`config.mk`:
```
export PLATFORM = sky130hd
export DESIGN_NAME = plt_limit_trip
export DESIGN_NICKNAME = d
export VERILOG_FILES = /design/src/logic/plt_pkg.sv /design/src/logic/plt_limit_trip.sv /design/src/logic/plt_unit_conv.sv
export SDC_FILE = /design/constraint.sdc
export NUM_CORES = 2
export LEC_CHECK = 0
export BUFFER_PORTS_ARGS = -buffer_cell sky130_fd_sc_hd__clkbuf_2
export CORE_ASPECT_RATIO = 0.6
export CORE_MARGIN = 3
export CORE_UTILIZATION = 62
export CTS_CLUSTER_SIZE = 25
export DETAILED_ROUTE_END_ITERATION = 6
export PLACE_DENSITY_LB_ADDON = 0.12
export SLEW_MARGIN = 20
export SYNTH_ARGS = -nofsm -noshare
export SYNTH_HDL_FRONTEND = slang
export SYNTH_HIERARCHICAL = 1
export SYNTH_SLANG_ARGS = --single-unit
```
`constraint.sdc`:
```
create_clock -name core_clk -period 12.4 [get_ports core_clk]
set_input_delay 1.24 -clock core_clk [delete_from_list [all_inputs] [get_ports core_clk]]
set_output_delay 1.24 -clock core_clk [all_outputs]
set_load 0.01 [all_outputs]
```
`src/logic/plt_pkg.sv`:
```
// Package for the pressure upper-limit trip and operation condition block.
// Assumes one 25 MHz clock; pressures travel as unsigned integers in pascal.
package plt_pkg;

  // Transducers, ranges and measurement modes.
  localparam int unsigned XDCR_COUNT  = 2;
  localparam int unsigned RANGE_COUNT = 3;
  localparam int unsigned MODE_COUNT  = 2;
  localparam logic [1:0]  SUFFIX_NONE = 2'h0;
  localparam logic [1:0]  SUFFIX_LOW  = 2'h2;
  localparam logic [1:0]  RANGE_LAST  = 2'h2;
  localparam logic        MODE_GAUGE  = 1'h0;
  localparam logic        MODE_ABS    = 1'h1;

  // A limit may sit this far above span: span plus span shifted right by this amount.
  localparam int unsigned MARGIN_SHIFT = 4;

  // Limits start at full scale so that nothing trips before software sets one.
  localparam logic [31:0] LIMIT_RESET = 32'hffff_ffff;

  // Operation condition register layout.
  localparam int unsigned COND_WIDTH       = 16;
  localparam int unsigned COND_SUMMARY_BIT = 13;

  // Pressure units and their factors to pascal.
  typedef enum logic [2:0] {
    UNIT_PA   = 3'h0,
    UNIT_KPA  = 3'h1,
    UNIT_MPA  = 3'h2,
    UNIT_PSI  = 3'h3,
    UNIT_BAR  = 3'h4,
    UNIT_MBAR = 3'h5
  } plt_unit_type;
  localparam logic [31:0] FACTOR_PA   = 32'h0000_0001;
  localparam logic [31:0] FACTOR_KPA  = 32'h0000_03e8;
  localparam logic [31:0] FACTOR_MPA  = 32'h000f_4240;
  localparam logic [31:0] FACTOR_PSI  = 32'h0000_1aef;
  localparam logic [31:0] FACTOR_BAR  = 32'h0001_86a0;
  localparam logic [31:0] FACTOR_MBAR = 32'h0000_0064;

  // Decoded host commands.
  typedef enum logic [2:0] {
    OP_GAUGE_SET = 3'h0,
    OP_ABS_SET   = 3'h1,
    OP_GAUGE_QRY = 3'h2,
    OP_ABS_QRY   = 3'h3,
    OP_TRIP_QRY  = 3'h4,
    OP_TRIP_CLR  = 3'h5,
    OP_COND_QRY  = 3'h6
  } plt_op_type;

  // One decoded command from the host's text parser.
  typedef struct packed {
    plt_op_type  op;
    logic [1:0]  suffix;
    logic        unit_given;
    logic [2:0]  unit;
    logic [31:0] value;
  } plt_cmd_type;

  // Present setup of one transducer.
  typedef struct packed {
    logic [1:0]  range;
    logic        mode_abs;
    logic        gauge_only;
    logic [31:0] span;
  } plt_xdcr_cfg_type;

  // Whole state of the main module.
  typedef struct packed {
    logic [XDCR_COUNT-1:0][RANGE_COUNT-1:0][MODE_COUNT-1:0][31:0] limit;
    logic [XDCR_COUNT-1:0]                                        tripped;
    logic                                                         rsp_valid;
    logic                                                         rsp_error;
    logic [31:0]                                                  rsp_data;
    logic [COND_WIDTH-1:0]                                        op_cond;
  } plt_state_type;

endpackage

```
`src/logic/plt_limit_trip.sv`:
```
// Upper-limit protection and operation condition status for two pressure transducers.
// Assumes the host's text is parsed elsewhere into one decoded command per cycle,
// and that measurements arrive in pascal as a one-cycle strobe per transducer.
`timescale 1ns/1ns
module plt_limit_trip (
  // Clock, reset and clock enable.
  input  wire logic                                         core_clk,
  input  wire logic                                         sys_rst,
  input  wire logic                                         ce,
  // Decoded command from the host.
  input  wire logic                                         cmd_valid,
  input  wire plt_pkg::plt_cmd_type                         cmd,
  input  wire logic [2:0]                                   default_unit,
  // Transducer setup and measurements.
  input  wire plt_pkg::plt_xdcr_cfg_type [plt_pkg::XDCR_COUNT-1:0] xdcr_cfg,
  input  wire logic [plt_pkg::XDCR_COUNT-1:0]               meas_valid,
  input  wire logic [plt_pkg::XDCR_COUNT-1:0][31:0]         meas_pressure,
  // Instrument event register bits and their summary enables.
  input  wire logic [1:0]                                   inst_event,
  input  wire logic [1:0]                                   inst_enable,
  // Reply to the host.
  output logic                                              rsp_valid,
  output logic                                              rsp_error,
  output logic [31:0]                                       rsp_data,
  // Status seen by the rest of the instrument.
  output logic [plt_pkg::COND_WIDTH-1:0]                    operation_condition,
  output logic [plt_pkg::XDCR_COUNT-1:0]                    limit_tripped
);

  plt_pkg::plt_state_type st;
  plt_pkg::plt_state_type next_st;

  logic [31:0]                       conv_pascal;
  logic                              conv_bad;
  logic                              xi;
  logic                              suffix_ok;
  logic [32:0]                       cap;
  logic [31:0]                       sel_limit [plt_pkg::XDCR_COUNT];
  logic [plt_pkg::XDCR_COUNT-1:0]    trip_hit;
  logic                              summary;

  // The unit is resolved before the range check so that the check is in pascal.
  plt_unit_conv u_conv (
    .value        (cmd.value),
    .unit_given   (cmd.unit_given),
    .unit         (cmd.unit),
    .default_unit (default_unit),
    .pascal       (conv_pascal),
    .bad          (conv_bad)
  );

  // Suffix decode; a missing suffix means the high-range transducer.
  assign xi        = (cmd.suffix == plt_pkg::SUFFIX_LOW);
  assign suffix_ok = (cmd.suffix <= plt_pkg::SUFFIX_LOW);
  // Largest limit allowed on the active range, kept 33 bits wide so the margin never wraps.
  assign cap = {1'b0, xdcr_cfg[xi].span} + {1'b0, (xdcr_cfg[xi].span >> plt_pkg::MARGIN_SHIFT)};
  // Only enabled instrument events feed the summary.
  assign summary = |(inst_event & inst_enable);

  // Per transducer limit selection and comparison.
  for (genvar g = 0; g < plt_pkg::XDCR_COUNT; g++) begin : g_xdcr
    logic rng_ok;
    logic use_abs;
    assign rng_ok  = (xdcr_cfg[g].range <= plt_pkg::RANGE_LAST);
    // A gauge-only transducer always compares against its gauge limit.
    assign use_abs = xdcr_cfg[g].mode_abs && !xdcr_cfg[g].gauge_only;
    assign sel_limit[g] = rng_ok ? st.limit[g][xdcr_cfg[g].range][use_abs] : plt_pkg::LIMIT_RESET;
    assign trip_hit[g]  = meas_valid[g] && rng_ok && (meas_pressure[g] > sel_limit[g]);
  end

  // Next state: command handling first, trips last so a trip in a clear cycle survives.
  always_comb begin
    next_st           = st;
    next_st.rsp_valid = 1'b0;
    next_st.op_cond   = '0;
    next_st.op_cond[plt_pkg::COND_SUMMARY_BIT] = summary;
    if (cmd_valid) begin
      next_st.rsp_valid = 1'b1;
      next_st.rsp_error = 1'b0;
      next_st.rsp_data  = '0;
      if (!suffix_ok && cmd.op != plt_pkg::OP_COND_QRY) begin
        next_st.rsp_error = 1'b1;
      end else begin
        case (cmd.op)
          plt_pkg::OP_GAUGE_SET, plt_pkg::OP_ABS_SET: begin
            // Value is in the named unit, else the default one; the abs limit is stored even if gauge-only.
            if (conv_bad || xdcr_cfg[xi].range > plt_pkg::RANGE_LAST || {1'b0, conv_pascal} > cap) begin
              next_st.rsp_error = 1'b1;
            end else begin
              next_st.limit[xi][xdcr_cfg[xi].range][cmd.op == plt_pkg::OP_ABS_SET] = conv_pascal;
            end
          end
          plt_pkg::OP_GAUGE_QRY, plt_pkg::OP_ABS_QRY: begin
            if (xdcr_cfg[xi].range > plt_pkg::RANGE_LAST) begin
              next_st.rsp_error = 1'b1;
            end else begin
              next_st.rsp_data = st.limit[xi][xdcr_cfg[xi].range][cmd.op == plt_pkg::OP_ABS_QRY];
            end
          end
          plt_pkg::OP_TRIP_QRY: begin
            next_st.rsp_data = {31'h0000_0000, st.tripped[xi]};
          end
          plt_pkg::OP_TRIP_CLR: begin
            next_st.tripped[xi] = 1'b0;
          end
          plt_pkg::OP_COND_QRY: begin
            next_st.rsp_data = {16'h0000, st.op_cond};
          end
          default: begin
            next_st.rsp_error = 1'b1;
          end
        endcase
      end
    end
    // Set wins over a clear arriving in the same cycle.
    for (int i = 0; i < plt_pkg::XDCR_COUNT; i++) begin
      if (trip_hit[i]) begin
        next_st.tripped[i] = 1'b1;
      end
    end
  end

  // State register; a low clock enable freezes everything.
  always_ff @(posedge core_clk) begin
    if (sys_rst) begin
      st           <= '0;
      st.limit     <= {(plt_pkg::XDCR_COUNT * plt_pkg::RANGE_COUNT * plt_pkg::MODE_COUNT){plt_pkg::LIMIT_RESET}};
    end else if (ce) begin
      st <= next_st;
    end
  end

  assign rsp_valid           = st.rsp_valid;
  assign rsp_error           = st.rsp_error;
  assign rsp_data            = st.rsp_data;
  assign operation_condition = st.op_cond;
  assign limit_tripped       = st.tripped;

  logic clr0;
  assign clr0 = cmd_valid && cmd.op == plt_pkg::OP_TRIP_CLR && suffix_ok && !xi;
endmodule

```
`src/logic/plt_unit_conv.sv`:
```
// Converts a limit value from its stated or default unit into pascal.
// Purely combinational; the caller registers whatever it keeps.
`timescale 1ns/1ns
module plt_unit_conv (
  // Value as given by the host.
  input  wire logic [31:0] value,
  input  wire logic        unit_given,
  input  wire logic [2:0]  unit,
  // Unit in force when the host names none.
  input  wire logic [2:0]  default_unit,
  // Result in pascal, and a flag for an unknown unit or overflow.
  output logic      [31:0] pascal,
  output logic             bad
);

  logic [2:0]  eff_unit;
  logic [31:0] factor;
  logic [63:0] product;

  // Pick the unit, then scale; an overflowing product is refused rather than wrapped.
  always_comb begin
    eff_unit = unit_given ? unit : default_unit;
    bad      = 1'b0;
    case (eff_unit)
      plt_pkg::UNIT_PA:   factor = plt_pkg::FACTOR_PA;
      plt_pkg::UNIT_KPA:  factor = plt_pkg::FACTOR_KPA;
      plt_pkg::UNIT_MPA:  factor = plt_pkg::FACTOR_MPA;
      plt_pkg::UNIT_PSI:  factor = plt_pkg::FACTOR_PSI;
      plt_pkg::UNIT_BAR:  factor = plt_pkg::FACTOR_BAR;
      plt_pkg::UNIT_MBAR: factor = plt_pkg::FACTOR_MBAR;
      default: begin
        factor = '0;
        bad    = 1'b1;
      end
    endcase
    product = {32'h0000_0000, value} * {32'h0000_0000, factor};
    pascal  = product[31:0];
    if (product[63:32] != '0) begin
      bad = 1'b1;
    end
  end

endmodule

```
Yosys cells after proc, flatten, opt, wreduce, memory -nomap -nowiden. Index checks and enable logic that the tools add are counted.

Logic and storage cells: 134. Register bits after elaboration: 421. Input port bits: 190. Output and inout bits: 52.

Bitwise logic cells: 5. Order comparisons: 18. $add $sub $neg: 1. Multiplexer cells: 45. $mul: 1. Reductions and logical operators: 31. Equal/unequal tests: 15.

Operators with widths (count): $mux 192 (3); $bmux 64 s2 (3); $bwmux 384 (1); $mux 32 (11); $mux 64 (4); $demux 192 s1 (1); $demux 64 s2 (1); $pmux 20 s6 (1); $mux 36 (3); $pmux 32 s3 (1); $gt 32x32->1 (2); $mul 32x20->52 (1); $add 32x28->33 (1); $gt 32x33->1 (1); $demux 32 s1 (1); $reduce_bool 32->1 (1); $eq 3x3->1 const B (5); $eq 3x2->1 const B (4); $logic_and 1x1->1 (10); $lt 1x2->1 const B (5); $mux 1 (10); $lt 2x3->1 const B (3); $reduce_and 4->1 (2); $reduce_bool 2->1 (4); other kinds (23) (37).

Logic depth before layout (Yosys ltp).
Depth after elaboration: 13. Depth in mapped cells: 43. Gate-level depth less buffers: 38.

Cells and area by module. Netlist, hierarchy kept.

Modules (own cells, without submodules): plt_limit_trip (seq. area each 8428.1 µm², area each 25806.0 µm², times used 1, cells an instance 3041); plt_unit_conv (seq. area each 0.0 µm², area each 19606.3 µm², times used 1, cells an instance 2205).

Worst setup path before layout. Ideal clock, no wire load.

Path kind: input to register. From: input cmd[35] (netlist name). To: register st[117] (netlist name). Cell stages on the path: 35. Data required time: 12.328 ns. Arrival: 10.544 ns. Setup time: 0.072 ns. Slack: 1.784 ns. Cells stage by stage: clkbuf_1 -> mux2_2 -> nor3_1 -> clkbuf_1 -> clkbuf_1 -> nand2_1 -> inv_1 -> nor3_1 -> fa_1 -> fa_1 -> inv_1 -> fa_1 -> fa_1 -> fa_1 -> fa_1 -> inv_1 -> fa_1 -> inv_1 -> ha_1 -> clkbuf_1 -> nand4_1 -> nor3_1 -> or3_1 -> o41a_1 -> nand3_1 -> a21oi_1 -> or3_1 -> a2111oi_2 -> nand4_1 -> a2111o_1 -> nor3_1 -> and4_1 -> buf_2 -> buf_4 -> mux2i_1.

Cells in the longest elaborated chain, start to end: 10.

RTL lines: start: declaration (RTL line plt_limit_trip.sv:12) `input wire plt_pkg::plt_cmd_type cmd,`; $mux 3 * (RTL line plt_unit_conv.sv:22) `eff_unit = unit_given ? unit : default_unit;`; $eq 3x3->1, or another cell as far along (RTL line plt_unit_conv.sv:24) `case (eff_unit)`; $pmux 20 s6 (RTL line plt_unit_conv.sv:24); $mul 32x20->52 (RTL line plt_unit_conv.sv:36) `product = {32'h0000_0000, value} * {32'h0000_0000, factor};`; $reduce_bool 32->1 (RTL line plt_unit_conv.sv:38) `if (product[63:32] != '0) begin`; $mux 1 * (RTL line plt_unit_conv.sv:38); via conv_bad (RTL line plt_limit_trip.sv:34) `logic conv_bad;`; $logic_or 1x1->1 * (2 in a row) (RTL line plt_limit_trip.sv:87) `if (conv_bad || xdcr_cfg[xi].range > plt_pkg::RANGE_LAST || {1'b0, conv_pascal} > cap) begin`; $not 1->1 (no source line) *; $reduce_and 5->1 (no source line) *; end signal: assignment (RTL line plt_limit_trip.sv:129) `st <= next_st;`; end: declaration (RTL line plt_limit_trip.sv:30) `plt_pkg::plt_state_type st;`.

Mark *: on every way through the listed nets, which the timed path passes. The rest lies on a longest branch. A chain may end at the register's enable or synchronous reset.

Worst setup path in the final report.
From: input cmd[35] (netlist name). To: register st[72] (netlist name).

Same word-level chain as after synthesis.

==> reports/qor.txt <==
outcome = finished, violations left
violations in the final reports = design-rule violations
Vias = 39.5k
hold crit path type = reg2reg
routed via count divided by cell count = 6.36
first element of the critical path = cmd[35]
kind of end point of the critical path = register
fraction of layout cells with a size suffix above 1 = 0.102
Static Leak = 23.9 nW
DIE WIDTH = 355 um
number of instances in the synthesized netlist = 5246
cts bufs inserted = 35
number of levels the H-tree was split into = 2
worst setup path class = in2reg
post-CTS setup-driven buffer insertion count = 0
Maximum Capacitance Violations = 0
cell with the largest stage delay on the worst path = sky130_fd_sc_hd__mux2_2
fraction of registers with async set/reset = 0
peak fanout along the critical path = 33
Unique masters post-synth = 88
max-slew violations = 0
Final TNS setup = 0 ns
required time worst endpoint = 12.79 ns
top_reg_cell synth = sky130_fd_sc_hd__dfxtp_1
shortest clock period the worst path allows after layout = 11.72 ns
Mapped Avg Cell Area = 8.66 um^2
maximum VDD drop = 537 uV
wire per inst = 24.2 um
number of buffers inserted for hold repair after clock tree synthesis = 0
number of fill cells in the layout = 6112
detailed-routing iteration count for the pre-antenna-repair pass = 7
Setup Slack @ Placement = 0.413 ns
worst-case headroom to the max-slew limit = 0.207
maximum number of pins on one net before global-route repair = 157
Die Area = 76600 um^2
sum of buffers and inverters on the critical path = 8
met2 wire length = 56.8 mm
Worst R2R Start = st[177]
global-route total usage across every layer = 0.390
post-synthesis instance area = 45400 um^2
Power Density = 263 nW/um^2
Post-route DRC = 10
wire length after detailed routing = 151 mm
post-CTS sizing = 0
Post-synth EDFFs = 0
most repeated library cell on the critical path = sky130_fd_sc_hd__fa_1
hold_sp = rsp_data[2]
number of nets in the final layout = 6226
Clock Tree Buf Depth = 3
clock insertion delay at the later pin of the skew report = 0.55 ns
synth warn = 6
half-perimeter wire length of the detailed placement result = 115 mm
routed length on met3 = 24.7 mm
die height = 216 um
initial antenna violation count = 1
Final GP Congestion = 1.00
vias in the first global route = 38.1k
Hold Fails Final Rpt = 0
minimum setup slack in the final design = 0.681 ns
clock transition at the registers of the reported paths = 0.07 ns
core utilization of the finished layout = 0.665
peak clock frequency supported by timing = 85.3 MHz
clock tree root driver cell = sky130_fd_sc_hd__clkbuf_16
uppermost signal routing layer after detailed routing = met4
wire length of the first global-routing pass = 231 mm
slowest cell delay on critical path = 0.75 ns
number of buffers added on ports = 226
top-level port count = 242
post-layout power = 12.6 mW
total clock sinks = 421
area added between synthesis and finish = 5.65%
standard-cell rows = 76
part of the Yosys area used for sequential elements = 0.186
Seq cells post-synth = 421
Routed Antenna Nets = 0
area of the core = 72200 um^2
actual slew at the worst max-slew pin = 1.18 ns
share of the clock period used by the worst path = 0.945
effective utilization at floorplan = 0.629
worst-case clock skew = 0.00700 ns
cell type group with the largest total delay on the critical path = adder cells
arrival time at the worst endpoint = 12.11 ns
final setup violating endpoints = 0
met1 layer wirelength in the final routing = 66.0 mm
grt ovf = 0
setup repair after global routing missed its margin = false
startpoint types = primary input
TritonCTS clock tree = done
drt first-iter violations = 5631
==> logic make-up (layout without fill, tap and decap cells) <==
kind of cell             after synthesis  in the layout  share of synthesized area
AO/OA/AOI/OAI                        769            769                      0.110
XOR/XNOR                              78             78                     0.0150
adder cells (fa/ha/maj)              827            827                      0.305
buffers and inverters                952            928                     0.0886
flip-flops                           421            421                      0.186
multiplexers                         507            507                      0.129
other                                  1             17                  0.0000826
AND/OR/NAND/NOR                     1691           1691                      0.168
==> area by class of cell <==
| type | instances | area (um^2) | area share |
|---|---|---|---|
| antenna | 2 | 5.00 | 0.000104 |
| inverter | 560 | 2100 | 0.0438 |
| clock inverter | 15 | 218 | 0.00454 |
| multi-input combinational | 3887 | 33200 | 0.691 |
| tap | 975 | 1220 | 0.0254 |
| sequential | 421 | 8430 | 0.176 |
| clock buffer | 48 | 975 | 0.0203 |
| timing repair buffer | 305 | 1860 | 0.0388 |
==> where the power goes <==
part,switching (mW),internal [mW]
logic,6.81,3.25
clock network,0.556,0.662
registers,0.00243,1.35
==> registers in the layout, indices dropped and copies added, names as in the netlist <==
signal	cells
st	384
rsp_data	32
rsp_error	1
operation_condition	1
limit_tripped	2
rsp_valid	1
==> cell usage in the layout, fill, tap and decap left out, types with 11 or more instances in the layout <==
cell type,count
sky130_fd_sc_hd__nor2_2,16
sky130_fd_sc_hd__a31oi_1,16
sky130_fd_sc_hd__fa_1,464
sky130_fd_sc_hd__nand2_1,454
sky130_fd_sc_hd__nor3_1,29
sky130_fd_sc_hd__o21ai_0,132
sky130_fd_sc_hd__buf_4,69
sky130_fd_sc_hd__or2_2,37
sky130_fd_sc_hd__mux4_2,61
sky130_fd_sc_hd__ha_1,362
sky130_fd_sc_hd__dfxtp_1,421
sky130_fd_sc_hd__clkbuf_16,35
sky130_fd_sc_hd__clkbuf_2,223
sky130_fd_sc_hd__and2_1,143
sky130_fd_sc_hd__a311oi_1,15
sky130_fd_sc_hd__o211ai_1,33
sky130_fd_sc_hd__o21a_1,19
sky130_fd_sc_hd__xnor2_1,51
sky130_fd_sc_hd__xor2_1,27
sky130_fd_sc_hd__and3_1,50
sky130_fd_sc_hd__o21bai_1,12
sky130_fd_sc_hd__inv_1,559
sky130_fd_sc_hd__a21o_1,48
sky130_fd_sc_hd__or3_1,17
sky130_fd_sc_hd__a211oi_1,30
sky130_fd_sc_hd__conb_1,15
sky130_fd_sc_hd__a21oi_1,212
sky130_fd_sc_hd__o221ai_1,36
sky130_fd_sc_hd__nand3_1,39
sky130_fd_sc_hd__nand2b_1,22
sky130_fd_sc_hd__o22ai_1,100
sky130_fd_sc_hd__o31ai_1,11
sky130_fd_sc_hd__nor2b_1,25
sky130_fd_sc_hd__mux2i_1,432
sky130_fd_sc_hd__nand4_1,47
sky130_fd_sc_hd__nor2_1,754
sky130_fd_sc_hd__nor4_1,12
==> worst min-delay path, cell delays in order (launching register included) <==
cell	delay (ns)
sky130_fd_sc_hd__dfxtp_1	0.31
sky130_fd_sc_hd__nand2_1	0.05
sky130_fd_sc_hd__a21oi_1	0.05
==> per-layer routing <==
metal	GRT usage	vias to the layer above
met1	0.614	19000
met4	0.0737	0
li1	-	17400
met2	0.506	2833
met3	0.141	254
met5	0	-
==> path summary, 6_finish.rpt <==
kind / slack, ns / to / cells after the start
worst max register to register: 8.51 / limit_tripped[0] / 10
worst max-delay path: 0.68 / st[72] / 33
worst min-delay path: 0.45 / rsp_data[2] / 2
worst min register to register: 0.45 / rsp_data[2] / 2
==> stage by stage <==
step | std cells | hold slack, ns | instance area, um^2
6_report | 6213 | 0.455 | 48000
5_1_grt | 6211 | 0.477 | 48000
4_1_cts | 6211 | 0.457 | 48000
3_5_place_dp | 6148 | 0.446 | 46800
3_3_place_gp | 6148 | 0.441 | 46800
2_1_floorplan | 5260 | 0.432 | 45500
==> Yosys cell counts (all sizes together), types with 5 or more instances <==
cell	number	area, um^2
nor2b	28	175
dfxtp	421	8430
nor2	770	2890
clkbuf	269	1020
nand4	56	485
nand2	457	1720
a31o	7	61.3
o22a	6	52.6
o221ai	36	315
nand3	39	195
a21o	48	360
a22o	5	43.8
a311oi	15	131
and4	8	70.1
or4	5	37.5
nand2b	25	156
o21a	19	143
and3	50	313
and2	143	895
o311ai	8	70.1
a21boi	11	82.6
o22ai	100	626
a22oi	8	60.1
a31oi	16	100
xnor2	51	447
a41oi	5	43.8
o21bai	12	90.1
o31ai	11	82.6
mux2i	437	4370
xor2	27	236
nor4	13	96.3
ha	362	4530
buf	123	905
o211ai	35	273
or2	37	231
inv	559	2100
o21ai	140	701
fa	464	9290
or3	17	106
a21oi	215	1080
mux4	61	1370
a211oi	30	225
mux2	9	101
nor3	35	180
Power figures use the tool's default switching activity.
